--- config.mk ---
export PLATFORM = sky130hd
export DESIGN_NAME = astx_core
export DESIGN_NICKNAME = d
export VERILOG_FILES = /design/src/logic/astx_pkg.sv /design/src/logic/astx_tick.sv /design/src/logic/astx_sync.sv /design/src/logic/astx_core.sv
export SDC_FILE = /design/constraint.sdc
export NUM_CORES = 1
export LEC_CHECK = 0
export BUFFER_PORTS_ARGS = -buffer_cell sky130_fd_sc_hd__buf_2
export CAP_MARGIN = 10
export CORE_UTILIZATION = 42
export DETAILED_ROUTE_END_ITERATION = 7
export PLACE_DENSITY = 0.58
export SLEW_MARGIN = 0
export SYNTH_ARGS = -nofsm -noshare
export SYNTH_HDL_FRONTEND = slang
export SYNTH_SLANG_ARGS = --single-unit
--- constraint.sdc ---
create_clock -name clk -period 2.3 [get_ports clk]
set_input_delay 0.23 -clock clk [delete_from_list [all_inputs] [get_ports clk]]
set_output_delay 0.23 -clock clk [all_outputs]
set_load 0.02 [all_outputs]
--- src/logic/astx_pkg.sv ---
package astx_pkg;
	// character framing
	localparam int DATA_BITS_8 = 8;
	localparam int DATA_BITS_9 = 9;
	localparam int RT_PER_BIT = 16;
	localparam logic [3:0] RT_START_A = 4'h2;
	localparam logic [3:0] RT_START_B = 4'h4;
	localparam logic [3:0] RT_START_C = 4'h6;
	localparam logic [3:0] RT_MID_A = 4'h7;
	localparam logic [3:0] RT_MID_B = 4'h8;
	localparam logic [3:0] RT_MID_C = 4'h9;
	localparam logic [3:0] RT_LAST = 4'hF;
	localparam logic [15:0] BAUD_DIV_RESET = 16'h0036;
	localparam logic [8:0] DATA_RESET = 9'h000;

	// control inputs gathered together
	typedef struct packed {
		logic module_enable;
		logic tx_enable;
		logic send_break;
		logic nine_bit;
		logic tx_empty_irq_enable;
		logic tx_complete_irq_enable;
		logic rx_full_irq_enable;
	} astx_ctrl_type;

	// receiver status flags
	typedef struct packed {
		logic rx_full_flag;
		logic framing_error_flag;
		logic noise_flag;
		logic break_detected_flag;
		logic overrun_flag;
		logic rx_in_progress_flag;
	} astx_rx_flags_type;

	typedef enum logic [1:0] {TX_IDLE, TX_PREAMBLE, TX_SHIFT, TX_BREAK} astx_tx_state_type;
	typedef enum logic [1:0] {RX_SEARCH, RX_START, RX_DATA, RX_STOP} astx_rx_state_type;
endpackage

--- src/logic/astx_tick.sv ---
`timescale 1ns/1ps
// divider making the 16x sample tick from the system clock
module astx_tick import astx_pkg::*; #(
	parameter int WIDTH = 16
) (
	input wire logic clk,
	input wire logic resetn,
	input wire logic ce,
	input wire logic run,
	input wire logic [WIDTH-1:0] divisor,
	output logic tick
);
	typedef struct packed {
		logic [WIDTH-1:0] count;
		logic tick;
	} astx_tick_state_type;
	astx_tick_state_type st, next_st;

	// count down, pulse at terminal count
	always_comb
	begin
		next_st = st;
		next_st.tick = 1'b0;
		if (!run)
			next_st.count = '0;
		else if (st.count == '0)
		begin
			next_st.count = divisor;
			next_st.tick = 1'b1;
		end
		else
			next_st.count = st.count - 1'b1;
	end

	always_ff @(posedge clk)
	begin
		if (!resetn)
			st <= '0;
		else if (ce)
			st <= next_st;
	end

	assign tick = st.tick & ce;
endmodule // astx_tick

--- src/logic/astx_sync.sv ---
`timescale 1ns/1ps
// two-flop synchroniser for the receive pin
module astx_sync import astx_pkg::*; (
	input wire logic clk,
	input wire logic resetn,
	input wire logic ce,
	input wire logic din,
	output logic dout
);
	typedef struct packed {
		logic first;
		logic second;
	} astx_sync_state_type;
	astx_sync_state_type st, next_st;

	always_comb
	begin
		next_st.first = din;
		next_st.second = st.first;
	end

	// resets to idle level
	always_ff @(posedge clk)
	begin
		if (!resetn)
			st <= 2'b11;
		else if (ce)
			st <= next_st;
	end

	assign dout = st.second;
endmodule // astx_sync

--- src/logic/astx_core.sv ---
`timescale 1ns/1ps
// Function
// - eight or nine bit characters both ways
// - first send an idle preamble; break instead if send_break set, none if tx_enable rose while module disabled
// - start zero low, stop one high
// - buffer empty sets on hand-over, interrupts
// - line idles high between characters
// - module disable releases both pins
// - send break repeats all-zero characters
// - after break, send at least one one
// - break is start, zeros, zero stop
// - break sets flags, clears data buffer
// - transmit disable idles; toggle queues idle
// - complete when shifter, buffer empty, idle
// - received data to buffer, full flag
// - sample line at sixteen times baud
// - resynchronise after start and falling edges
// - start search: zero after three ones
// - start check samples three, five, seven
// - data bit majority of eight-nine-ten
// - ones late in start bit mean noise
// - stop sampled; zero majority framing error
module astx_core import astx_pkg::*; #(
	parameter int DIV_WIDTH = 16
) (
	input wire logic clk,
	input wire logic resetn,
	input wire logic ce,
	input wire astx_ctrl_type ctrl,
	input wire logic [DIV_WIDTH-1:0] baud_div,
	input wire logic [8:0] tx_data,
	input wire logic tx_write,
	input wire logic rx_read,
	input wire logic rx_pin,
	output logic tx_out,
	output logic tx_oe,
	output logic rx_pin_owned,
	output logic [8:0] rx_data,
	output astx_rx_flags_type rx_flags,
	output logic tx_buffer_empty_flag,
	output logic tx_complete_flag,
	output logic tx_irq,
	output logic rx_irq
);
	typedef struct packed {
		astx_tx_state_type tx_state;
		logic [10:0] tx_shift;
		logic [3:0] tx_bits;
		logic [3:0] tx_rt;
		logic [8:0] tx_buf;
		logic tx_buf_full;
		logic te_last;
		logic idle_queued;
		logic tx_line;
		astx_rx_state_type rx_state;
		logic [3:0] rx_rt;
		logic [2:0] rx_hist;
		logic [2:0] rx_smp;
		logic [3:0] rx_bits;
		logic [8:0] rx_shift;
		logic rx_noise;
		logic rx_prev_bit;
		logic rx_last;
		logic [3:0] rx_edge_rt;
		logic [8:0] rx_data;
		astx_rx_flags_type flags;
	} astx_core_state_type;
	astx_core_state_type st, next_st;

	logic tick;
	logic rx_s;
	logic [3:0] char_bits;
	logic maj;
	logic agree;

	// sample tick at 16x baud
	astx_tick #(.WIDTH(DIV_WIDTH)) u_tick (
		.clk(clk),
		.resetn(resetn),
		.ce(ce),
		.run(ctrl.module_enable),
		.divisor(baud_div),
		.tick(tick)
	);

	astx_sync u_sync (
		.clk(clk),
		.resetn(resetn),
		.ce(ce),
		.din(rx_pin),
		.dout(rx_s)
	);

	// framed length: data plus start and stop
	assign char_bits = ctrl.nine_bit ? 4'(DATA_BITS_9 + 2) : 4'(DATA_BITS_8 + 2);
	assign maj = (st.rx_smp[0] & st.rx_smp[1]) | (st.rx_smp[0] & rx_s) | (st.rx_smp[1] & rx_s);
	assign agree = (st.rx_smp[0] == st.rx_smp[1]) && (st.rx_smp[1] == rx_s);

	// transmitter and receiver next state
	always_comb
	begin
		next_st = st;
		// buffer write by software
		if (tx_write)
		begin
			next_st.tx_buf = tx_data;
			next_st.tx_buf_full = 1'b1;
		end
		// toggle of enable queues an idle character
		next_st.te_last = ctrl.tx_enable;
		if (ctrl.tx_enable && !st.te_last && st.tx_state != TX_IDLE)
			next_st.idle_queued = 1'b1;
		if (tick)
		begin
			next_st.tx_rt = st.tx_rt + 4'h1;
			if (st.tx_rt == RT_LAST)
			begin
				next_st.tx_line = st.tx_shift[0];
				next_st.tx_shift = {1'b1, st.tx_shift[10:1]};
				next_st.tx_bits = st.tx_bits - 4'h1;
				if (st.tx_bits <= 4'h1)
				begin
					// character done: choose the next one
					next_st.tx_state = TX_IDLE;
					next_st.tx_bits = 4'h0; // stay on a bit boundary while idle
					if (!ctrl.module_enable || !ctrl.tx_enable)
						next_st.tx_state = TX_IDLE;
					else if (ctrl.send_break)
					begin
						next_st.tx_state = TX_BREAK;
						next_st.tx_shift = '0;
						next_st.tx_bits = char_bits;
					end
					else if (st.tx_state == TX_BREAK || st.idle_queued)
					begin
						// trailing ones after break, or queued idle
						next_st.tx_state = TX_PREAMBLE;
						next_st.tx_shift = '1;
						next_st.tx_bits = st.tx_state == TX_BREAK ? 4'h1 : char_bits;
						next_st.idle_queued = 1'b0;
					end
					else if (st.tx_buf_full && !tx_write)
					begin
						// start low, stop high
						next_st.tx_state = TX_SHIFT;
						next_st.tx_shift = ctrl.nine_bit ? {1'b1, st.tx_buf, 1'b0}
							: {2'b11, st.tx_buf[7:0], 1'b0};
						next_st.tx_bits = char_bits;
						next_st.tx_buf_full = 1'b0;
					end
				end
			end
		end
		// start of transmission with preamble, or with break if send_break is set
		if (st.tx_state == TX_IDLE && ctrl.module_enable && ctrl.tx_enable
			&& (!st.te_last || ctrl.send_break))
		begin
			next_st.tx_state = ctrl.send_break ? TX_BREAK : TX_PREAMBLE;
			next_st.tx_shift = ctrl.send_break ? '0 : '1;
			next_st.tx_bits = char_bits;
			next_st.tx_rt = 4'h0;
			next_st.idle_queued = 1'b0;
		end
		if (st.tx_state == TX_IDLE)
			next_st.tx_line = 1'b1;
		// receiver
		if (rx_read)
			next_st.flags.rx_full_flag = 1'b0;
		if (tick)
		begin
			next_st.rx_rt = st.rx_rt + 4'h1;
			case (st.rx_state)
				RX_SEARCH:
				begin
					next_st.rx_hist = {st.rx_hist[1:0], rx_s};
					// zero after three ones
					if (!rx_s && st.rx_hist == 3'b111)
					begin
						next_st.rx_state = RX_START;
						next_st.rx_rt = 4'h1;
						next_st.rx_noise = 1'b0;
						next_st.flags.rx_in_progress_flag = 1'b1;
					end
				end
				RX_START:
				begin
					if (st.rx_rt == RT_START_A)
						next_st.rx_smp[0] = rx_s;
					if (st.rx_rt == RT_START_B)
						next_st.rx_smp[1] = rx_s;
					if (st.rx_rt == RT_START_C)
					begin
						// verify start: at most one high sample
						if ((st.rx_smp[0] + st.rx_smp[1] + rx_s) > 2'd1)
						begin
							next_st.rx_state = RX_SEARCH;
							next_st.rx_hist = 3'b000;
							next_st.rx_rt = 4'h0;
							next_st.flags.rx_in_progress_flag = 1'b0;
						end
						else if (st.rx_smp[0] | st.rx_smp[1] | rx_s)
							next_st.rx_noise = 1'b1;
					end
					// late ones in start only flag noise
					if ((st.rx_rt >= RT_MID_A) && (st.rx_rt <= RT_MID_C) && rx_s)
						next_st.rx_noise = 1'b1;
					if (st.rx_rt == RT_LAST)
					begin
						next_st.rx_state = RX_DATA;
						next_st.rx_bits = 4'h0;
						next_st.rx_prev_bit = 1'b0;
					end
				end
				RX_DATA, RX_STOP:
				begin
					// age of the latest falling edge, for resync
					next_st.rx_last = rx_s;
					next_st.rx_edge_rt = (st.rx_last && !rx_s) ? 4'h1 : st.rx_edge_rt + 4'h1;
					if (st.rx_rt == RT_MID_A)
						next_st.rx_smp[0] = rx_s;
					if (st.rx_rt == RT_MID_B)
						next_st.rx_smp[1] = rx_s;
					if (st.rx_rt == RT_MID_C)
					begin
						if (!agree)
							next_st.rx_noise = 1'b1;
						if (st.rx_state == RX_DATA)
						begin
							// majority vote, shift in LSB first
							next_st.rx_shift = ctrl.nine_bit ? {maj, st.rx_shift[8:1]}
								: {1'b0, maj, st.rx_shift[7:1]};
							next_st.rx_prev_bit = maj;
							next_st.rx_bits = st.rx_bits + 4'h1;
							// resync on one-to-zero change
							if (st.rx_prev_bit && !maj)
								next_st.rx_rt = st.rx_edge_rt + 4'h1;
							if (st.rx_bits + 4'h1 == char_bits - 4'h2)
								next_st.rx_state = RX_STOP;
						end
						else
						begin
							// character complete
							next_st.rx_state = RX_SEARCH;
							next_st.rx_hist = 3'b000;
							next_st.flags.rx_in_progress_flag = 1'b0;
							next_st.flags.overrun_flag = st.flags.rx_full_flag & !rx_read;
							next_st.flags.rx_full_flag = 1'b1;
							next_st.flags.framing_error_flag = !maj;
							next_st.flags.noise_flag = st.rx_noise | !agree;
							next_st.flags.break_detected_flag = 1'b0;
							// 8-bit: ninth mirrors bit 7
							next_st.rx_data = ctrl.nine_bit ? st.rx_shift
								: {st.rx_shift[7], st.rx_shift[7:0]};
							// all zeros plus zero stop is a break
							if (!maj && st.rx_shift == DATA_RESET)
							begin
								next_st.rx_data = DATA_RESET;
								next_st.flags.break_detected_flag = 1'b1;
							end
						end
					end
				end
				default:
					next_st.rx_state = RX_SEARCH;
			endcase
		end
		// module disable stops transmitter and receiver
		if (!ctrl.module_enable)
		begin
			next_st.tx_state = TX_IDLE;
			next_st.tx_line = 1'b1;
			next_st.rx_state = RX_SEARCH;
			next_st.flags.rx_in_progress_flag = 1'b0;
		end
	end

	always_ff @(posedge clk)
	begin
		if (!resetn)
		begin
			st <= '0;
			st.tx_line <= 1'b1;
			st.rx_data <= DATA_RESET;
		end
		else if (ce)
			st <= next_st;
	end

	// pins released when the module is disabled
	assign tx_out = st.tx_line;
	assign tx_oe = ctrl.module_enable;
	assign rx_pin_owned = ctrl.module_enable;
	assign rx_data = st.rx_data;
	assign rx_flags = st.flags;
	assign tx_buffer_empty_flag = !st.tx_buf_full;
	assign tx_complete_flag = !st.tx_buf_full && st.tx_state == TX_IDLE;
	assign tx_irq = (ctrl.tx_empty_irq_enable & tx_buffer_empty_flag)
		| (ctrl.tx_complete_irq_enable & tx_complete_flag);
	assign rx_irq = ctrl.rx_full_irq_enable & st.flags.rx_full_flag;

	chk_idle_line_high: assert property (@(posedge clk) disable iff (!resetn)
		st.tx_state == TX_IDLE && $past(st.tx_state) == TX_IDLE |-> tx_out)
		else $error("line not idle high");
	chk_break_zero_line: assert property (@(posedge clk) disable iff (!resetn)
		st.tx_state == TX_BREAK && $past(st.tx_state) == TX_BREAK
		&& $past(st.tx_state, 2) == TX_BREAK && $past(tick) |-> !st.tx_shift[0])
		else $error("break shifter not zero");
	chk_release_pins: assert property (@(posedge clk) disable iff (!resetn)
		!ctrl.module_enable |-> !tx_oe && !rx_pin_owned)
		else $error("pins held while disabled");
	chk_complete_flag: assert property (@(posedge clk) disable iff (!resetn)
		tx_complete_flag |-> tx_buffer_empty_flag && st.tx_state == TX_IDLE)
		else $error("complete with work pending");
	chk_rx_irq_full: assert property (@(posedge clk) disable iff (!resetn)
		rx_irq |-> st.flags.rx_full_flag && ctrl.rx_full_irq_enable)
		else $error("rx irq without full");
	chk_break_clears_data: assert property (@(posedge clk) disable iff (!resetn)
		$rose(st.flags.break_detected_flag) |-> st.rx_data == DATA_RESET
		&& st.flags.framing_error_flag && st.flags.rx_full_flag)
		else $error("break effects missing");
	chk_start_sample: assert property (@(posedge clk) disable iff (!resetn || !ce)
		st.rx_state == RX_SEARCH && tick && !rx_s && st.rx_hist == 3'b111
		&& ctrl.module_enable |=> st.rx_state == RX_START)
		else $error("start edge missed");
	chk_ninth_mirror: assert property (@(posedge clk) disable iff (!resetn)
		$changed(st.rx_data) && !ctrl.nine_bit |-> st.rx_data[8] == st.rx_data[7])
		else $error("ninth bit not mirror");
	chk_tx_empty_irq: assert property (@(posedge clk) disable iff (!resetn)
		$rose(tx_buffer_empty_flag) |-> st.tx_state == TX_SHIFT
		&& (tx_irq || !ctrl.tx_empty_irq_enable))
		else $error("buffer empty without hand-over");
	cov_break_rx: cover property (@(posedge clk) $rose(st.flags.break_detected_flag));
	cov_char_rx: cover property (@(posedge clk) $rose(st.flags.rx_full_flag));
	cov_tx_break: cover property (@(posedge clk) st.tx_state == TX_BREAK);
	cov_noise: cover property (@(posedge clk) $rose(st.flags.noise_flag));
endmodule // astx_core

==> flow_metrics.env, run 1 <==
export IMPL_status="complete, no violations"
export IMPL_async_flop_share_pct=0
export IMPL_tightestPinTransition_ns=0.545
export IMPL_ant_nets=0
export IMPL_synthCells=685
export IMPL_final_util_pct=49.8
export IMPL_cts_buffers=9
export IMPL_yosysSeqAreaShare_pct=37.0
export IMPL_firstDrtPassIters=5
export IMPL_met1_usage_pct=29.4
export IMPL_track_usage_pct=22.1
export IMPL_rows=40
export IMPL_grt_max_degree=39
export IMPL_fin_crit_ns=2.13
export IMPL_cts_setup_buffers=0
export IMPL_path_class="flip-flop to flip-flop"
export IMPL_rsz0062_at_grt="no"
export IMPL_antenna_found_initial=0
export IMPL_synth_seq_cells=99
export IMPL_maxSlewHeadroom_pct=63.4
export IMPL_cp_max_fo=6
export IMPL_core_area_um2=12200
export IMPL_drive_gt1_share_pct=16.2
export IMPL_hpwl_um=9880
export IMPL_nets=776
export IMPL_cpPeakStageDelay_ns=0.60
export IMPL_fillers=1247
export IMPL_synthXorXnorAreaFrac_pct=1.31
export IMPL_htreeDepth=3
export IMPL_use_met2_pct=35.4
export IMPL_die_w_um=115
export IMPL_hold_path_class="input port to flip-flop"
export IMPL_io_buffers=59
export IMPL_grt_pass1_wl_um=22900
export IMPL_clk_latency_ns=0.36
export IMPL_hold_buffers=0
export IMPL_die_h_um=115
export IMPL_cts_resized=0
export IMPL_cp_start_kind="flip-flop"
export IMPL_clkSinkCount=99
export IMPL_clk_pin_slew_ns=0.07
export IMPL_synthesis_nets=739
export IMPL_regArea_um2=1980
export IMPL_routed_wl_um=13900
export IMPL_synth_edf_count=0
export IMPL_fmax_mhz=469
export IMPL_io_pins=60
export IMPL_slew_violations=0
export IMPL_dieArea_um2=13200
export IMPL_worstHoldStart="rx_pin"
export IMPL_reg2reg_to="u_tick.st[15]"
export IMPL_cap_violations=0
export IMPL_tns_ns=0
export IMPL_ys_flop_type="dfxtp_1"
export IMPL_final_common_cell="nand2_1"
export IMPL_syn_avg_cell_area_um2=7.81
export IMPL_cts_buffer_depth=2
export IMPL_viasPerCell=5.71
export IMPL_rrSetupSlack_ns=0.17
export IMPL_grt_pass1_vias=4655
export IMPL_place_congestion=0.861
export IMPL_holdPathEnd="u_sync.next_st[0]"
export IMPL_synthMuxAreaShare_pct=1.50
export IMPL_syn_to_final_growth_pct=13.7
export IMPL_timing_rr_start="u_tick.st[1]"
export IMPL_cts_root_buf="clkbuf_16"
export IMPL_crit_slowest_cell="or4b_1"
export IMPL_synth_area_um2=5350
export IMPL_drc=0
export IMPL_grt_busiest_layer="met2"
export IMPL_synth_area_leader_cell="dfxtp_1"
export IMPL_cts_tree="yes"
export IMPL_drt_initial_drc_count=474
export IMPL_vias=5111
export IMPL_p_leak_uw=0.00233
export IMPL_initial_core_util_pct=43.8
export IMPL_multiInputGateArea_um2=2990
export IMPL_use_met3_pct=5.06
export IMPL_synth_compound_area_share_pct=23.4
export IMPL_end_kind="flip-flop"
export IMPL_synthTopCellsByArea="dfxtp_1 37%, a21oi_1 7.2%, nand2_1 7.1%"
export IMPL_placed_area_um2=5760
export IMPL_final_cell_mix="101 x nand2_1, 99 x dfxtp_1, 77 x a21oi_1"
export IMPL_final_area_um2=6080
export IMPL_fin_skew_ns=0.0115
export IMPL_pwr_density_cell_nw_per_um2=1000
export IMPL_worstPathRequired_ns=2.61
export IMPL_yosysWarnings=0
export IMPL_setup_viol=0
export IMPL_r2r_cells=7
export IMPL_wl_per_cell_um=15.5
export IMPL_synth_top_family_by_area="simple AND/OR/NAND/NOR gates"
export IMPL_grt_ovfl_total=0
export IMPL_synth_simple_area_share_pct=26.0
export IMPL_irDropWorstVdd_mv=0.542
export IMPL_ys_types=72
export IMPL_hold_depth=3
export IMPL_synthAdderAreaFrac_pct=3.74
export IMPL_timing_hold_ws_ns=0.0932
export IMPL_diodes=0
export IMPL_crit_path_cell_trace="inv_1, ha_1, or4b_1, nor4_4, nor3_1, a2111oi_1, a21o_1"
export IMPL_hold_viol=0
export IMPL_synth_top_area_share_pct=37.0
export IMPL_crit_arrival_ns=2.44
export IMPL_fin_crit_sh_pct=92.6
-- cells by family after synthesis --
| group | after synthesis |
|---|---|
| AOI/OAI and AO/OA | 199 |
| buffers and inverters | 79 |
| muxes | 8 |
| and+or+nand+nor | 276 |
| adders and majority gates | 16 |
| DFF | 99 |
| xor gates and xnor gates | 8 |
-- worst max path at each step --
stage / start / endpoint / slack [ns] / depth (start not counted)
2_1_floorplan: u_tick.st[1] / u_tick.st[15] / 0.38 / 7
3_3_place_gp: u_tick.st[1] / u_tick.st[15] / 0.24 / 7
3_5_place_dp: u_tick.st[1] / u_tick.st[15] / 0.19 / 7
4_1_cts: u_tick.st[1] / u_tick.st[15] / 0.18 / 7
5_1_grt: st[64] / st[70] / 0.002 / 7
6_report: u_tick.st[1] / u_tick.st[15] / 0.17 / 7
-- report_power, final --
group	leakage, uW	total (uW)	internal (uW)	switching, uW
Sequential	0.000803	2060	1870	187
Clock	0.000165	1670	1010	661
Combinational	0.00136	2360	992	1370
Total	0.00233	6090	3870	2220
-- stage by stage --
stage	total power [uW]	instances	setup slack (ns)
floorplan	3870	685	0.379
global placement	4380	879	0.244
detailed placement	4430	879	0.192
CTS	6110	895	0.181
global route	6510	895	0.00180
finish	6090	895	0.170
-- area by class of cell --
class / count / area share, %
multi-input combinational: 507 / 49.2
sequential: 99 / 32.6
timing repair buffer: 83 / 8.02
clock buffer: 11 / 4.15
tap: 168 / 3.45
inverter: 22 / 1.36
clock inverter: 5 / 1.23
-- critical path: cells and delay by family, from the launching register on --
kind	cells	cell delay, ns
AOI/OAI and AO/OA	2	0.49
adders and majority gates	1	0.25
buffers and inverters	1	0.13
DFF	1	0.32
and+or+nand+nor	3	0.88
-- metal layers --
| metal | share of wire [%] | vias up |
|---|---|---|
| met4 | 1.6 | 0 |
| met1 | 47 | 2396 |
| met5 | 0 | - |
| li1 | - | 2532 |
| met2 | 45 | 166 |
| met3 | 6.1 | 17 |
-- registers in the layout (all words and copies together) (netlist names) --
name            count
rx_flags            6
u_sync.dout         1
u_tick.st          17
st                 64
tx_out              1
rx_data             9
u_sync.next_st      1
-- synthesized netlist by cell type, types with 7 or more instances --
| cell type | n |
|---|---|
| a21oi_1 | 77 |
| a221oi_1 | 9 |
| buf_2 | 8 |
| buf_4 | 18 |
| clkbuf_1 | 31 |
| dfxtp_1 | 99 |
| ha_1 | 16 |
| inv_1 | 20 |
| mux2i_1 | 8 |
| nand2_1 | 101 |
| nand2b_1 | 7 |
| nand3_1 | 18 |
| nand3b_1 | 9 |
| nor2_1 | 53 |
| nor2b_1 | 7 |
| nor3_1 | 27 |
| o21ai_0 | 40 |
| o22ai_1 | 10 |
| o31ai_1 | 8 |
Power figures use the tool's default switching activity.
==> run 2: changes to the inputs <==
CORE_UTILIZATION = 40   (was 42)
PLACE_DENSITY = 0.56   (was 0.58)
==> flow_metrics.env, run 2 (synthesis results as in run 1) <==
export IMPL_io_buffers=59
export IMPL_placed_area_um2=5760
export IMPL_cts_setup_buffers=0
export IMPL_clk_latency_ns=0.35
export IMPL_cap_violations=0
export IMPL_regMostFlops="st"
export IMPL_final_area_um2=6020
export IMPL_final_common_cell="nand2_1"
export IMPL_cts_root_buf="clkbuf_16"
export IMPL_rsz0062_at_grt="no"
export IMPL_vias=5113
export IMPL_placed_cells=884
export IMPL_die_w_um=118
export IMPL_wl_per_cell_um=15.7
export IMPL_viasPerCell=5.69
export IMPL_fin_skew_ns=0.00881
export IMPL_drt_initial_drc_count=486
export IMPL_grt_max_degree=26
export IMPL_htreeDepth=3
export IMPL_fin_crit_ns=2.10
export IMPL_fillers=1324
export IMPL_grt_pass1_vias=4786
export IMPL_path_class="flip-flop to flip-flop"
export IMPL_diodes=0
export IMPL_hold_path_class="input port to flip-flop"
export IMPL_syn_to_final_growth_pct=12.5
export IMPL_end_kind="flip-flop"
export IMPL_track_usage_pct=20.9
export IMPL_timing_hold_ws_ns=0.100
export IMPL_fin_crit_sh_pct=91.3
export IMPL_cp_max_fo=9
export IMPL_antenna_found_initial=0
export IMPL_regArea_um2=1980
export IMPL_tns_ns=0
export IMPL_instances_no_fill=898
export IMPL_core_area_um2=12800
export IMPL_rows=41
export IMPL_cts_buffer_depth=2
export IMPL_p_leak_uw=0.00227
export IMPL_crit_arrival_ns=2.32
export IMPL_status="complete, no violations"
export IMPL_drive_gt1_share_pct=16.0
export IMPL_grt_pass1_wl_um=23700
export IMPL_drc=0
export IMPL_ant_nets=0
export IMPL_nets=777
export IMPL_hpwl_um=10200
export IMPL_setup_viol=0
export IMPL_maxSlewHeadroom_pct=54.6
export IMPL_place_congestion=0.869
export IMPL_cts_tree="yes"
export IMPL_largest_registers="st (64), u_tick.st (17), rx_data (9)"
export IMPL_worstPathRequired_ns=2.52
export IMPL_io_pins=60
export IMPL_pwr_density_cell_nw_per_um2=970
export IMPL_cp_start_kind="flip-flop"
export IMPL_hold_buffers=0
export IMPL_die_h_um=118
export IMPL_clk_pin_slew_ns=0.07
export IMPL_initial_core_util_pct=41.7
export IMPL_hold_viol=0
export IMPL_cts_buffers=9
export IMPL_irDropWorstVdd_mv=0.513
export IMPL_multiInputGateArea_um2=3000
export IMPL_firstDrtPassIters=5
export IMPL_routed_wl_um=14100
export IMPL_final_cell_mix="101 x nand2_1, 99 x dfxtp_1, 77 x a21oi_1"
export IMPL_slew_violations=0
export IMPL_tightestPinTransition_ns=0.680
export IMPL_dieArea_um2=13800
export IMPL_grt_ovfl_total=0
export IMPL_largest_register_ffs=64
export IMPL_fmax_mhz=476
export IMPL_clkSinkCount=99
## run 2: cell count changes in the layout (fill, tap and decap cells not counted), sizes merged
cell	previous run	this run
clkbuf	11	12
buf	83	84
clkinvlp	0	2
bufinv	2	0
clkinv	4	1
## run 2: critical path: stages, from the launching register on
cell     delay (ns)
dfxtp_1        0.32
inv_1          0.13
ha_1           0.18
nor4b_1        0.43
and4_1         0.39
buf_4          0.20
nor2_1         0.06
a21oi_1        0.15
o22ai_1        0.11
## run 2: final timing paths
kind                                    from           endpoint  slack, ns  cells after the start
worst max register to register  u_tick.st[1]      u_tick.st[11]       0.20                      8
worst min-delay path                  rx_pin  u_sync.next_st[0]       0.10                      3
worst max-delay path            u_tick.st[1]      u_tick.st[11]       0.20                      8
worst min register to register    rx_data[0]         rx_data[0]       0.45                      2
## run 2: cell type report
cell class	instances	area share, %
multi-input cells	507	49.9
flip-flops and latches	99	32.9
repair buffers	84	8.03
clock buffers	12	3.93
well taps	172	3.58
inverters	22	1.37
clock inverters	2	0.250
## run 2: what timing repair did
item | CTS | global route
setup endpoints to repair | 0 | 2
gates resized for setup | 0 | 2
hold endpoints to repair | 0 | 0
## run 2: routing by layer
layer	part of all wire (%)	routed length [um]	track usage (%)
met1	48	6810	28.6
met3	5.5	772	5.14
met2	45	6350	32.0
met4	1.4	197	7.05
met5	0	0	0
## run 2: report_power, final
part           internal [uW]  switching (uW)  total, uW
registers               1870             186       2060
logic                   1010            1390       2410
clock network            723             649       1370
## run 2: per-stage QoR
stage | util, % | setup WS [ns] | power (uW)
2_1_floorplan | - | 0.379 | 3870
5_1_grt | 46.9 | 0.0136 | 6270
3_3_place_gp | 44.9 | 0.244 | 4390
3_5_place_dp | 44.9 | 0.210 | 4430
6_report | 46.9 | 0.201 | 5840
4_1_cts | 46.8 | 0.125 | 5830
==> run 3: changes to the inputs <==
BUFFER_PORTS_ARGS = unset   (was -buffer_cell sky130_fd_sc_hd__buf_2)
CAP_MARGIN = unset   (was 10)
DONT_BUFFER_PORTS = 1   (was unset)
PLACE_DENSITY = 0.52   (was 0.56)
==> flow_metrics.env, run 3 (synthesis results as in run 1) <==
export IMPL_status="complete, no violations"
export IMPL_crit_buf_inv=2
export IMPL_setup_worst_path_end="u_tick.st[11]"
export IMPL_reg2reg_to="u_tick.st[11]"
export IMPL_combinationalPowerShare_pct=38.7
export IMPL_irDropWorstVdd_mv=0.530
export IMPL_fin_skew_ns=0.0116
export IMPL_clk_latency_ns=0.36
export IMPL_wl_per_cell_um=17.3
export IMPL_die_w_um=118
export IMPL_cp_max_fo=13
export IMPL_hold_viol=0
export IMPL_worstHoldStart="resetn"
export IMPL_fin_crit_sh_pct=94.1
export IMPL_p_sw_share_pct=37.7
export IMPL_r2r_cells=8
export IMPL_end_kind="flip-flop"
export IMPL_nets=729
export IMPL_rrSetupSlack_ns=0.14
export IMPL_fmax_mhz=462
export IMPL_cts_tree="yes"
export IMPL_clockPowerShare_pct=26.6
export IMPL_crit_path_cell_trace="inv_1, ha_1, nor4b_1, and4_1, buf_4, nor2_1, a21oi_1, o22ai_1"
export IMPL_cts_buffers=9
export IMPL_cp_num_cells=8
export IMPL_die_h_um=118
export IMPL_p_sw_uw=2240
export IMPL_core_area_um2=12800
export IMPL_cap_violations=0
export IMPL_grt_ovfl_total=0
export IMPL_crit_slowest_cell="and4_1"
export IMPL_clk_pin_slew_ns=0.08
export IMPL_pwr_share_seq_pct=34.7
export IMPL_htreeDepth=3
export IMPL_path_class="flip-flop to flip-flop"
export IMPL_cpLargestDelayFamily="simple AND/OR/NAND/NOR gates"
export IMPL_largest_register_ffs=64
export IMPL_tns_ns=0
export IMPL_track_usage_pct=21.8
export IMPL_setup_viol=0
export IMPL_vias=4894
export IMPL_ant_nets=0
export IMPL_timing_rr_start="u_tick.st[1]"
export IMPL_firstDrtPassIters=5
export IMPL_p_int_uw=3700
export IMPL_syn_to_final_growth_pct=9.94
export IMPL_crit_arrival_ns=2.40
export IMPL_slew_violations=0
export IMPL_fillers=1305
export IMPL_grt_pass1_vias=4691
export IMPL_drt_initial_drc_count=471
export IMPL_final_common_cell="nand2_1"
export IMPL_p_leak_uw=0.00210
export IMPL_fin_crit_ns=2.16
export IMPL_pwr_density_cell_nw_per_um2=1010
export IMPL_antenna_found_initial=0
export IMPL_regMostFlops="st"
export IMPL_cp_start_kind="flip-flop"
export IMPL_cts_buffer_depth=2
export IMPL_viasPerCell=5.74
export IMPL_cts_root_buf="clkbuf_16"
export IMPL_rsz0062_at_grt="no"
export IMPL_tightestPinTransition_ns=0.775
export IMPL_routed_wl_um=14700
export IMPL_hold_path_class="input port to flip-flop"
export IMPL_cpPeakStageDelay_ns=0.42
export IMPL_grt_pass1_wl_um=24200
export IMPL_clkSinkCount=99
export IMPL_drc=0
export IMPL_io_buffers=0
export IMPL_io_pins=60
export IMPL_rows=41
export IMPL_cts_setup_buffers=0
export IMPL_hpwl_um=10000
export IMPL_worstPathRequired_ns=2.54
export IMPL_grt_max_degree=27
export IMPL_drive_gt1_share_pct=8.24
export IMPL_final_util_pct=45.9
export IMPL_maxSlewHeadroom_pct=47.9
export IMPL_place_congestion=0.900
export IMPL_crit_path_start="u_tick.st[1]"
export IMPL_initial_core_util_pct=41.7
export IMPL_dieArea_um2=13800
export IMPL_final_cell_mix="101 x nand2_1, 99 x dfxtp_1, 77 x a21oi_1"
export IMPL_largest_registers="st (64), u_tick.st (17), rx_data (9)"
export IMPL_diodes=0
==> run 3: timing repair <==
| item | 4_1_cts | 5_1_grt |
|---|---|---|
| hold buffers | 13 | 1 |
| hold endpoints to repair | 16 | 1 |
| gates resized for setup | 0 | 0 |
==> run 3: stage by stage <==
| stage | setup slack (ns) | power (uW) | hold WS, ns | cells | area (um2) |
|---|---|---|---|---|---|
| after global placement | 0.215 | 4290 | 0.298 | 822 | 5440 |
| after detailed placement | 0.192 | 4330 | 0.305 | 822 | 5440 |
| after CTS | 0.163 | 5950 | 0.000113 | 851 | 5870 |
| after global routing | 0.0160 | 6340 | 0.00268 | 852 | 5880 |
| after floorplan | 0.379 | 3870 | 0.358 | 685 | 5350 |
| final | 0.136 | 5940 | 0.0130 | 852 | 5880 |
==> run 3: how the worst min path moves through the flow <==
stage	cells after the start	end
after floorplan	2	u_sync.next_st[0]
after global placement	1	u_sync.next_st[0]
after detailed placement	1	u_sync.next_st[0]
after CTS	2	st[55]
after global routing	2	u_tick.st[5]
final	2	u_tick.st[5]
==> run 3: area by class of cell <==
| type | instances | area (um2) | area share (%) |
|---|---|---|---|
| well taps | 172 | 215 | 3.66 |
| clock buffers | 11 | 243 | 4.13 |
| multi-input cells | 507 | 2990 | 50.9 |
| inverters | 22 | 82.6 | 1.40 |
| clock inverters | 5 | 60.1 | 1.02 |
| flip-flops and latches | 99 | 1980 | 33.7 |
| repair buffers | 36 | 305 | 5.19 |
==> run 3: power groups by stage <==
stage	clock (uW)	combinational (uW)	sequential, uW
2_1_floorplan	0	1840	2040
3_3_place_gp	0	2200	2080
3_5_place_dp	0	2240	2090
4_1_cts	1620	2280	2050
5_1_grt	1700	2560	2080
6_report	1580	2300	2060
==> run 3: per-layer routing <==
layer  track usage [%]  vias up  wire (um)
li1                  -     2435          -
met3              6.40       14        844
met5                 0        -          0
met2              35.2      137       6790
met1              28.1     2308       6900
met4              6.01        0        186
